===== config.mk =====
export PLATFORM = sky130hd
export DESIGN_NAME = drive_control_word_decoder
export DESIGN_NICKNAME = d
export VERILOG_FILES = /design/src/logic/drive_ctrl_pkg.sv /design/src/logic/drive_control_word_decoder.sv
export SDC_FILE = /design/constraint.sdc
export NUM_CORES = 1
export LEC_CHECK = 0
export BUFFER_PORTS_ARGS = -buffer_cell sky130_fd_sc_hd__buf_2
export CAP_MARGIN = 20
export CORE_ASPECT_RATIO = 2
export CORE_MARGIN = 2
export CORE_UTILIZATION = 53
export CTS_CLUSTER_SIZE = 28
export DETAILED_ROUTE_END_ITERATION = 16
export HOLD_SLACK_MARGIN = 0.03
export PLACE_DENSITY = 0.9
export SLEW_MARGIN = 0
export SYNTH_ARGS = -nofsm -noshare
export SYNTH_HDL_FRONTEND = slang
export SYNTH_SLANG_ARGS = --single-unit

===== constraint.sdc =====
create_clock -name clk_sys -period 3.1 [get_ports clk_sys]
set_clock_uncertainty 0.15 [all_clocks]
set_input_delay 0.155 -clock clk_sys [delete_from_list [all_inputs] [get_ports clk_sys]]
set_output_delay 0.155 -clock clk_sys [all_outputs]
set_load 0.02 [all_outputs]

===== src/logic/drive_ctrl_pkg.sv =====
// Package: register map, bit positions and telegram codes of the control word decoder
`default_nettype none

package drive_ctrl_pkg;

	// ----------------------------------------
	// Register byte addresses
	// ----------------------------------------
	localparam logic [4:0] ADDR_CW_ONE    = 5'h00;
	localparam logic [4:0] ADDR_CW_TWO    = 5'h04;
	localparam logic [4:0] ADDR_TELEGRAM  = 5'h08;
	localparam logic [4:0] ADDR_STATUS    = 5'h0c;

	// ----------------------------------------
	// Values after reset
	// ----------------------------------------
	localparam logic [15:0] CW_RESET       = 16'h0000;
	localparam logic [7:0]  TELEGRAM_RESET = 8'h01;

	// ----------------------------------------
	// Telegram codes
	// ----------------------------------------
	localparam logic [7:0] TG_ONE   = 8'h01;
	localparam logic [7:0] TG_THREE = 8'h03;
	localparam logic [7:0] TG_SPEED = 8'h66;
	localparam logic [7:0] TG_DSC   = 8'h69;
	localparam logic [7:0] TG_POS   = 8'h6f;

	// ----------------------------------------
	// Bit positions in control_word_one
	// ----------------------------------------
	localparam int B1_ON        = 0;
	localparam int B1_NO_COAST  = 1;
	localparam int B1_NO_QUICK  = 2;
	localparam int B1_RUN       = 3;
	localparam int B1_RFG_EN    = 4;
	localparam int B1_RFG_RUN   = 5;
	localparam int B1_SETPOINT  = 6;
	localparam int B1_FAULT_ACK = 7;
	localparam int B1_JOG_ONE   = 8;
	localparam int B1_JOG_TWO   = 9;
	localparam int B1_CONTROL   = 10;
	localparam int B1_BIT11     = 11;
	localparam int B1_BRAKE     = 12;
	localparam int B1_TORQUE    = 14;

	// ----------------------------------------
	// Bit positions in control_word_two
	// ----------------------------------------
	localparam int B2_FIXED_STOP = 8;
	localparam int B2_LIFE_LSB   = 12;

	// ----------------------------------------
	// Bus responses
	// ----------------------------------------
	localparam logic [1:0] RESP_OKAY   = 2'b00;
	localparam logic [1:0] RESP_SLVERR = 2'b10;

	typedef enum logic [2:0] {
		CLASS_NONE,
		CLASS_STD,
		CLASS_SPEED,
		CLASS_DSC,
		CLASS_POS
	} telegram_class_type;

endpackage : drive_ctrl_pkg

`default_nettype wire


===== src/logic/drive_control_word_decoder.sv =====
// Module: decodes the two cyclic control words into drive command levels and strobes
// Function
// - Bit 10 of word one must be set; otherwise no command bit acts.
// - Bit 0 low requests ramp stop; high lets pulses be enabled.
// - Bit 1 low requests coast stop, pulses removed at once.
// - Bit 2 low requests quick stop along its own ramp.
// - Bit 3 high permits operation; low cancels pulses.
// - Telegrams 1, 3, 102: bit 4 low disables ramp generator.
// - Telegrams 1, 3, 102: bit 5 low freezes ramp generator output.
// - Telegrams 1, 3, 102: bit 6 low zeroes ramp generator input.
// - Bit 7 acknowledges faults; positioning telegram acts on rising edge only.
// - Telegram 105 ignores bits 4, 5 and 6 of word one.
// - Telegrams 102, 105: bit 11 puts ramp generator into effect.
// - Telegrams 102, 105: bit 12 releases holding brake unconditionally.
// - Telegrams 102, 105: bit 14 selects torque, else speed control.
// - Positioning telegram: bit 4 low rejects the current task.
// - Positioning telegram: bit 5 low suspends the running task.
// - Positioning telegram: rising edge of bit 6 starts a task.
// - Positioning telegram: bit 11 high runs homing, low stops it.
// - Telegrams 1, 3, 111: word two bit 8 commands fixed stop travel.
// - Both control words are 16-bit receive words.
`timescale 1ns/100ps
`default_nettype none

module drive_control_word_decoder
	import drive_ctrl_pkg::*;
#(
	parameter int ADDR_WIDTH = 5
) (
	// Clock, reset, enable
	input  wire logic                  clk_sys,
	input  wire logic                  nrst,
	input  wire logic                  ce,
	// AXI4-Lite write address
	input  wire logic [ADDR_WIDTH-1:0] s_axi_awaddr,
	input  wire logic                  s_axi_awvalid,
	output var  logic                  s_axi_awready,
	// AXI4-Lite write data
	input  wire logic [31:0]           s_axi_wdata,
	input  wire logic [3:0]            s_axi_wstrb,
	input  wire logic                  s_axi_wvalid,
	output var  logic                  s_axi_wready,
	// AXI4-Lite write response
	output var  logic [1:0]            s_axi_bresp,
	output var  logic                  s_axi_bvalid,
	input  wire logic                  s_axi_bready,
	// AXI4-Lite read address
	input  wire logic [ADDR_WIDTH-1:0] s_axi_araddr,
	input  wire logic                  s_axi_arvalid,
	output var  logic                  s_axi_arready,
	// AXI4-Lite read data
	output var  logic [31:0]           s_axi_rdata,
	output var  logic [1:0]            s_axi_rresp,
	output var  logic                  s_axi_rvalid,
	input  wire logic                  s_axi_rready,
	// Stop and pulse commands
	output var  logic                  host_control,
	output var  logic                  ramp_stop,
	output var  logic                  coast_stop,
	output var  logic                  quick_stop,
	output var  logic                  run_enable,
	output var  logic                  pulse_enable,
	// Ramp generator and loop commands
	output var  logic                  rfg_enable,
	output var  logic                  rfg_continue,
	output var  logic                  setpoint_enable,
	output var  logic                  rfg_in_effect,
	output var  logic                  brake_release,
	output var  logic                  torque_mode,
	output var  logic                  fault_ack,
	// Positioning commands
	output var  logic                  task_reject,
	output var  logic                  task_suspend,
	output var  logic                  task_start,
	output var  logic                  jog_mode_one,
	output var  logic                  jog_mode_two,
	output var  logic                  homing,
	output var  logic                  fixed_stop,
	output var  logic [3:0]            life_count
);

	// Decode needs the five low address bits; wider buses only flag out-of-map accesses
	if (ADDR_WIDTH < 5 || ADDR_WIDTH > 32) begin : g_bad_width
		$error("ADDR_WIDTH must lie between 5 and 32");
	end

	// ----------------------------------------
	// Helpers
	// ----------------------------------------
	function automatic telegram_class_type classify(input logic [7:0] code);
		telegram_class_type c;
		case (code)
			TG_ONE, TG_THREE: c = CLASS_STD;
			TG_SPEED:         c = CLASS_SPEED;
			TG_DSC:           c = CLASS_DSC;
			TG_POS:           c = CLASS_POS;
			default:          c = CLASS_NONE;
		endcase
		return c;
	endfunction : classify

	function automatic logic [15:0] merge16(input logic [15:0] old, input logic [31:0] data,
						input logic [3:0] strb);
		logic [15:0] r;
		r = old;
		if (strb[0])
			r[7:0] = data[7:0];
		if (strb[1])
			r[15:8] = data[15:8];
		return r;
	endfunction : merge16

	// ----------------------------------------
	// Storage
	// ----------------------------------------
	logic [15:0]         control_word_one;
	logic [15:0]         control_word_two;
	logic [7:0]          telegram;
	logic [15:0]         prev_word_one;
	logic [4:0]          aw_addr;
	logic [31:0]         w_data;
	logic [3:0]          w_strb;
	telegram_class_type  tclass;
	logic [31:0]         status_word;
	logic                write_go;

	assign tclass   = classify(telegram);
	assign write_go = !s_axi_awready && !s_axi_wready && !s_axi_bvalid;

	// ----------------------------------------
	// Write channels
	// ----------------------------------------
	// Address and data are taken in either order; the response waits for both.
	always_ff @(posedge clk_sys or negedge nrst) begin
		if (!nrst) begin
			s_axi_awready <= 1'b1;
			s_axi_wready  <= 1'b1;
			s_axi_bvalid  <= 1'b0;
			s_axi_bresp   <= RESP_OKAY;
			aw_addr       <= 5'h00;
			w_data        <= 32'h0000_0000;
			w_strb        <= 4'h0;
		end else if (ce) begin
			if (s_axi_awvalid && s_axi_awready) begin
				// Out-of-map addresses fold onto an unmapped slot, never onto a register
				aw_addr       <= (s_axi_awaddr > 31) ? 5'h1f : s_axi_awaddr[4:0];
				s_axi_awready <= 1'b0;
			end
			if (s_axi_wvalid && s_axi_wready) begin
				w_data       <= s_axi_wdata;
				w_strb       <= s_axi_wstrb;
				s_axi_wready <= 1'b0;
			end
			if (write_go) begin
				s_axi_bvalid <= 1'b1;
				if (aw_addr == ADDR_CW_ONE || aw_addr == ADDR_CW_TWO || aw_addr == ADDR_TELEGRAM)
					s_axi_bresp <= RESP_OKAY;
				else
					s_axi_bresp <= RESP_SLVERR;
			end
			if (s_axi_bvalid && s_axi_bready) begin
				s_axi_bvalid  <= 1'b0;
				s_axi_awready <= 1'b1;
				s_axi_wready  <= 1'b1;
			end
		end
	end

	// Control words hold 16 bits; upper lanes are dropped
	always_ff @(posedge clk_sys or negedge nrst) begin
		if (!nrst) begin
			control_word_one <= CW_RESET;
			control_word_two <= CW_RESET;
			telegram         <= TELEGRAM_RESET;
		end else if (ce && write_go) begin
			if (aw_addr == ADDR_CW_ONE)
				control_word_one <= merge16(control_word_one, w_data, w_strb);
			if (aw_addr == ADDR_CW_TWO)
				control_word_two <= merge16(control_word_two, w_data, w_strb);
			if (aw_addr == ADDR_TELEGRAM && w_strb[0])
				telegram <= w_data[7:0];
		end
	end

	// Previous word one, for the edge-triggered positioning bits
	always_ff @(posedge clk_sys or negedge nrst) begin
		if (!nrst)
			prev_word_one <= CW_RESET;
		else if (ce)
			prev_word_one <= control_word_one;
	end

	// ----------------------------------------
	// Read channel
	// ----------------------------------------
	assign status_word = {8'h00, life_count, fixed_stop, homing, jog_mode_two, jog_mode_one,
			      task_start, task_suspend, task_reject, fault_ack, torque_mode, brake_release,
			      rfg_in_effect, setpoint_enable, rfg_continue, rfg_enable, pulse_enable,
			      run_enable, quick_stop, coast_stop, ramp_stop, host_control};

	always_ff @(posedge clk_sys or negedge nrst) begin
		if (!nrst) begin
			s_axi_arready <= 1'b1;
			s_axi_rvalid  <= 1'b0;
			s_axi_rdata   <= 32'h0000_0000;
			s_axi_rresp   <= RESP_OKAY;
		end else if (ce) begin
			if (s_axi_arvalid && s_axi_arready) begin
				s_axi_arready <= 1'b0;
				s_axi_rvalid  <= 1'b1;
				s_axi_rresp   <= RESP_OKAY;
				case (s_axi_araddr[4:0])
					ADDR_CW_ONE:   s_axi_rdata <= {16'h0000, control_word_one};
					ADDR_CW_TWO:   s_axi_rdata <= {16'h0000, control_word_two};
					ADDR_TELEGRAM: s_axi_rdata <= {24'h000000, telegram};
					ADDR_STATUS:   s_axi_rdata <= status_word;
					default: begin
						s_axi_rdata <= 32'h0000_0000;
						s_axi_rresp <= RESP_SLVERR;
					end
				endcase
				if (s_axi_araddr[ADDR_WIDTH-1:2] > 3) begin
					s_axi_rdata <= 32'h0000_0000;
					s_axi_rresp <= RESP_SLVERR;
				end
			end
			if (s_axi_rvalid && s_axi_rready) begin
				s_axi_rvalid  <= 1'b0;
				s_axi_arready <= 1'b1;
			end
		end
	end

	// ----------------------------------------
	// Command decode
	// ----------------------------------------
	logic       next_control;
	logic       next_ramp_stop;
	logic       next_coast_stop;
	logic       next_quick_stop;
	logic       next_run_enable;
	logic       next_pulse_enable;
	logic       next_rfg_enable;
	logic       next_rfg_continue;
	logic       next_setpoint_enable;
	logic       next_rfg_in_effect;
	logic       next_brake_release;
	logic       next_torque_mode;
	logic       next_fault_ack;
	logic       next_task_reject;
	logic       next_task_suspend;
	logic       next_task_start;
	logic       next_jog_one;
	logic       next_jog_two;
	logic       next_homing;
	logic       next_fixed_stop;
	logic [3:0] next_life_count;
	logic [15:0] rise;

	// Only bits named below are read; every other bit has no effect
	always_comb begin
		rise                 = control_word_one & ~prev_word_one;
		next_control         = control_word_one[B1_CONTROL] && tclass != CLASS_NONE;
		next_ramp_stop       = 1'b0;
		next_coast_stop      = 1'b0;
		next_quick_stop      = 1'b0;
		next_run_enable      = 1'b0;
		next_pulse_enable    = 1'b0;
		next_rfg_enable      = 1'b0;
		next_rfg_continue    = 1'b0;
		next_setpoint_enable = 1'b0;
		next_rfg_in_effect   = 1'b0;
		next_brake_release   = 1'b0;
		next_torque_mode     = 1'b0;
		next_fault_ack       = 1'b0;
		next_task_reject     = 1'b0;
		next_task_suspend    = 1'b0;
		next_task_start      = 1'b0;
		next_jog_one         = 1'b0;
		next_jog_two         = 1'b0;
		next_homing          = 1'b0;
		next_fixed_stop      = 1'b0;
		// Count passes even without control so the drive can watch a stalled host
		next_life_count      = (telegram == TG_ONE) ? 4'h0 : control_word_two[B2_LIFE_LSB +: 4];
		if (next_control) begin
			// Coast stop outranks quick stop, which outranks ramp stop
			next_coast_stop   = !control_word_one[B1_NO_COAST];
			next_quick_stop   = control_word_one[B1_NO_COAST] && !control_word_one[B1_NO_QUICK];
			next_ramp_stop    = control_word_one[B1_NO_COAST] && control_word_one[B1_NO_QUICK]
					    && !control_word_one[B1_ON];
			next_run_enable   = control_word_one[B1_RUN];
			next_pulse_enable = control_word_one[B1_ON] && control_word_one[B1_NO_COAST]
					    && control_word_one[B1_NO_QUICK] && control_word_one[B1_RUN];
			case (tclass)
				CLASS_STD, CLASS_SPEED: begin
					next_rfg_enable      = control_word_one[B1_RFG_EN];
					next_rfg_continue    = control_word_one[B1_RFG_RUN];
					next_setpoint_enable = control_word_one[B1_SETPOINT];
					next_fault_ack       = control_word_one[B1_FAULT_ACK];
				end
				CLASS_DSC: begin
					// Bits 4 to 6 are ignored: the ramp generator is left unrestricted
					next_rfg_enable      = 1'b1;
					next_rfg_continue    = 1'b1;
					next_setpoint_enable = 1'b1;
					next_fault_ack       = control_word_one[B1_FAULT_ACK];
				end
				CLASS_POS: begin
					next_task_reject  = !control_word_one[B1_RFG_EN];
					next_task_suspend = !control_word_one[B1_RFG_RUN];
					next_task_start   = rise[B1_SETPOINT];
					next_fault_ack    = rise[B1_FAULT_ACK];
					next_jog_one      = control_word_one[B1_JOG_ONE];
					next_jog_two      = control_word_one[B1_JOG_TWO];
					next_homing       = control_word_one[B1_BIT11];
				end
				default: begin
					next_fault_ack = 1'b0;
				end
			endcase
			if (tclass == CLASS_SPEED || tclass == CLASS_DSC) begin
				next_rfg_in_effect = control_word_one[B1_BIT11];
				next_brake_release = control_word_one[B1_BRAKE];
				next_torque_mode   = control_word_one[B1_TORQUE];
			end
			if (tclass == CLASS_STD || tclass == CLASS_POS)
				next_fixed_stop = control_word_two[B2_FIXED_STOP];
		end
	end

	// ----------------------------------------
	// Command outputs
	// ----------------------------------------
	always_ff @(posedge clk_sys or negedge nrst) begin
		if (!nrst) begin
			host_control    <= 1'b0;
			ramp_stop       <= 1'b0;
			coast_stop      <= 1'b0;
			quick_stop      <= 1'b0;
			run_enable      <= 1'b0;
			pulse_enable    <= 1'b0;
			rfg_enable      <= 1'b0;
			rfg_continue    <= 1'b0;
			setpoint_enable <= 1'b0;
			rfg_in_effect   <= 1'b0;
			brake_release   <= 1'b0;
			torque_mode     <= 1'b0;
			fault_ack       <= 1'b0;
			task_reject     <= 1'b0;
			task_suspend    <= 1'b0;
			task_start      <= 1'b0;
			jog_mode_one    <= 1'b0;
			jog_mode_two    <= 1'b0;
			homing          <= 1'b0;
			fixed_stop      <= 1'b0;
			life_count      <= 4'h0;
		end else if (ce) begin
			host_control    <= next_control;
			ramp_stop       <= next_ramp_stop;
			coast_stop      <= next_coast_stop;
			quick_stop      <= next_quick_stop;
			run_enable      <= next_run_enable;
			pulse_enable    <= next_pulse_enable;
			rfg_enable      <= next_rfg_enable;
			rfg_continue    <= next_rfg_continue;
			setpoint_enable <= next_setpoint_enable;
			rfg_in_effect   <= next_rfg_in_effect;
			brake_release   <= next_brake_release;
			torque_mode     <= next_torque_mode;
			fault_ack       <= next_fault_ack;
			task_reject     <= next_task_reject;
			task_suspend    <= next_task_suspend;
			task_start      <= next_task_start;
			jog_mode_one    <= next_jog_one;
			jog_mode_two    <= next_jog_two;
			homing          <= next_homing;
			fixed_stop      <= next_fixed_stop;
			life_count      <= next_life_count;
		end
	end

endmodule : drive_control_word_decoder

`default_nettype wire


==> impl_metrics.tcl <==
set metrics [dict create \
    status "completed" \
    grt_usage 0.242 \
    area_growth_pct 28.6 \
    cts_max_path_buffers 2 \
    start_util 0.540 \
    yosys_warnings 0 \
    finalCriticalPeriod_ns 2.09 \
    intPower_mw 3.79 \
    relSlewSlack 0.532 \
    yosys.cell_types.count 48 \
    leakage_nw 3.25 \
    io_buffers 90 \
    cp_cell_sequence "or4b_4 -> nor3_2 -> a21oi_1 -> a22o_1" \
    total_power_mw 5.23 \
    die_w_um 74.0 \
    antenna_left 0 \
    route.vias.total 3727 \
    route.met3.wl_um 590 \
    worstMarginPinSlew_ns 0.702 \
    h-tree-depth 4 \
    synth_edf_count 0 \
    antenna_found_initial 0 \
    synth_area_leaders "dfrtp_1 (56%), mux2_2 (16%), a22o_1 (3.9%)" \
    cellPowerDensity_nw_per_um2 782 \
    final_core_util 0.694 \
    critPathArrivalTime_ns 2.23 \
    synthArstFlopShare 1.00 \
    synth_flop_cell "dfrtp_1" \
    maxCapViolations 0 \
    vias_per_cell 5.74 \
    yosys_register_bits 120 \
    cts_sinks 120 \
    critical_path.slowest_cell "dfstp_2" \
    switching_power_mw 1.44 \
    grt_pass1_vias 3757 \
    synth_top_area_frac 0.558 \
    crit_path_end_kind "register" \
    finish.instance_area_sq_um 6690 \
    setup_viol 0 \
    dp_hpwl_um 8390 \
    cp-start-kind "register" \
    core-area_sq_um 9640 \
    rows 51 \
    tns_ns 0 \
    wl_met1_um 4390 \
    dieArea_sq_um 10700 \
    cts_tree "done" \
    antenna_cells 0 \
    nNetsFinal 558 \
    pwr-share-clk 0.396 \
    synth_area_leader_cell "dfrtp_1" \
    synth_area_sq_um 5200 \
    drt_iter0_markers 290 \
    die_h_um 144 \
    cp_max_fo 9 \
    hold_viol 0 \
    crit_required_ns 3.24 \
    ir_drop_mv 0.566 \
    worstSetupPathType "reg2reg" \
    power.share.sequential 0.443 \
    comb_power_share 0.161 \
    syn_avg_cell_area_sq_um 13.8 \
    drc_errors 0 \
    rsz0062_at_grt "no" \
    hold_class "in2reg" \
    grt_pass1_wl_um 19100 \
    grt-ovfl-total 0 \
    wl_per_cell_um 18.7 \
    wl_met2_um 6730 \
    yosysSeqAreaShare 0.578 \
    place_area_sq_um 5760 \
    netlist_instances 376 \
    cts-root-buf "clkbuf_16" \
    max_freq_ghz 0.479 \
    drv_slew 0 \
    finalCritPeriodShare 0.674 \
    maxUsedRoutingLayer "met4" \
    worstSkewPairLatency_ns 0.41 \
    netSwitchingFraction 0.275 \
    cts_buffers 17 \
    wl_um 12100 \
    hold_ws_ns 0.0861 \
    drt_pass1_iterations 5 \
    clk_pin_slew_worst_paths_ns 0.05 \
    grt_max_degree 67 \
    final_layout_size_suffix_gt1_frac 0.437 \
    cts-resized-gates 0 \
    gp_congestion 0.866 \
    slowest_delay_ns 0.63 \
    io_pins 119 \
]
cells in the final DEF (no fill, tap or decap), types with 5 or more instances in the layout:
cell,count
o21ai_0,15
mux4_2,8
conb_1,10
buf_2,89
o2bb2ai_1,11
buf_4,6
nor2_1,5
nand2_1,24
dlygate4sd3_1,30
a22o_1,23
a21oi_1,7
dfrtp_1,116
inv_1,6
mux2_2,72
a22oi_1,11
clkbuf_16,17
synthesized netlist by cell type, types with 2 or more instances:
master       n
dfrtp_1    116
mux2_2      72
nand2_1     24
a22o_1      23
o21ai_0     15
buf_4       13
a22oi_1     11
o2bb2ai_1   11
clkbuf_1     9
mux4_2       8
a21oi_1      7
inv_1        6
nor2_1       5
a32o_1       4
dfstp_2      4
buf_2        3
nand3_1      3
nand4_1      3
nor2b_1      3
nor4_1       3
nand2_2      2
nand2b_1     2
nand3_2      2
nor4_4       2
o21bai_1     2
kinds of logic after synthesis:
family / share of synthesized area
flops: 0.578
mux: 0.191
compound gates: 0.114
simple gates: 0.0804
buf+inv: 0.0339
xor+xnor: 0.00168
other cells: 0.000721
sequential cells by signal (all words and copies together), names as in the netlist, 2 cells and up:
signal,count
control_word_two,16
prev_word_one,2
s_axi_rdata,24
telegram,8
w_data,16
aw_addr,5
life_count,4
w_strb,2
control_word_one,16
worst paths after layout:
path / end / cells after the start / from / slack, ns
setup / recovery: life_count[1]$_DFFE_PN0P_ / 4 / telegram[0]$_DFFE_PN1P_ / 1.01
hold / removal: s_axi_rresp[1]$_DFFE_PN0P_ / 4 / s_axi_araddr[4] / 0.09
setup reg to reg: life_count[1]$_DFFE_PN0P_ / 4 / telegram[0]$_DFFE_PN1P_ / 1.01
hold reg to reg: s_axi_rdata[15]$_DFFE_PN0P_ / 2 / s_axi_rdata[15]$_DFFE_PN0P_ / 0.33
max in group asynchronous: s_axi_awready$_DFFE_PN1P_ / 3 / nrst / 1.76
min in group asynchronous: w_data[0]$_DFFE_PN0P_ / 2 / nrst / 0.19
what timing repair did:
| action | 4_1_cts | 5_1_grt |
|---|---|---|
| buffers inserted | 0 | 0 |
| hold buffers | 30 | 0 |
| endpoints found under the hold margin | 81 | 0 |
area by class of cell:
type	instances	area, sq um
Fill cell	653	2950
Clock buffer	20	457
Inverter	7	26.3
Tap cell	132	165
Multi-Input combinational cell	232	2050
Clock inverter	12	173
Timing Repair Buffer	126	811
Sequential cell	120	3010
power by group through the flow:
stage	clock [mW]	sequential, mW	combinational (mW)
finish	2.07	2.31	0.841
global route	2.17	2.36	0.923
CTS	2.10	2.31	0.851
floorplan	0	2.23	0.608
global placement	0	2.29	0.766
detailed placement	0	2.33	0.812
per-layer routing:
layer | global-route usage | vias to the layer above
met3 | 0.0606 | 35
met4 | 0.117 | 0
met1 | 0.263 | 1873
met2 | 0.427 | 174
met5 | 0 | -
li1 | - | 1645
stage by stage:
step | worst slack (ns) | std cells
2_1_floorplan | 1.22 | 385
5_1_grt | 0.886 | 649
4_1_cts | 1.01 | 649
6_report | 1.01 | 649
3_3_place_gp | 1.10 | 587
3_5_place_dp | 1.06 | 587
critical path: cells and delay by family, from the launching register on:
family / cells / cell delay, ns
AND/OR/NAND/NOR: 2 / 0.76
flip-flops: 1 / 0.63
AO/OA/AOI/OAI: 2 / 0.43
Power figures use the tool's default switching activity.
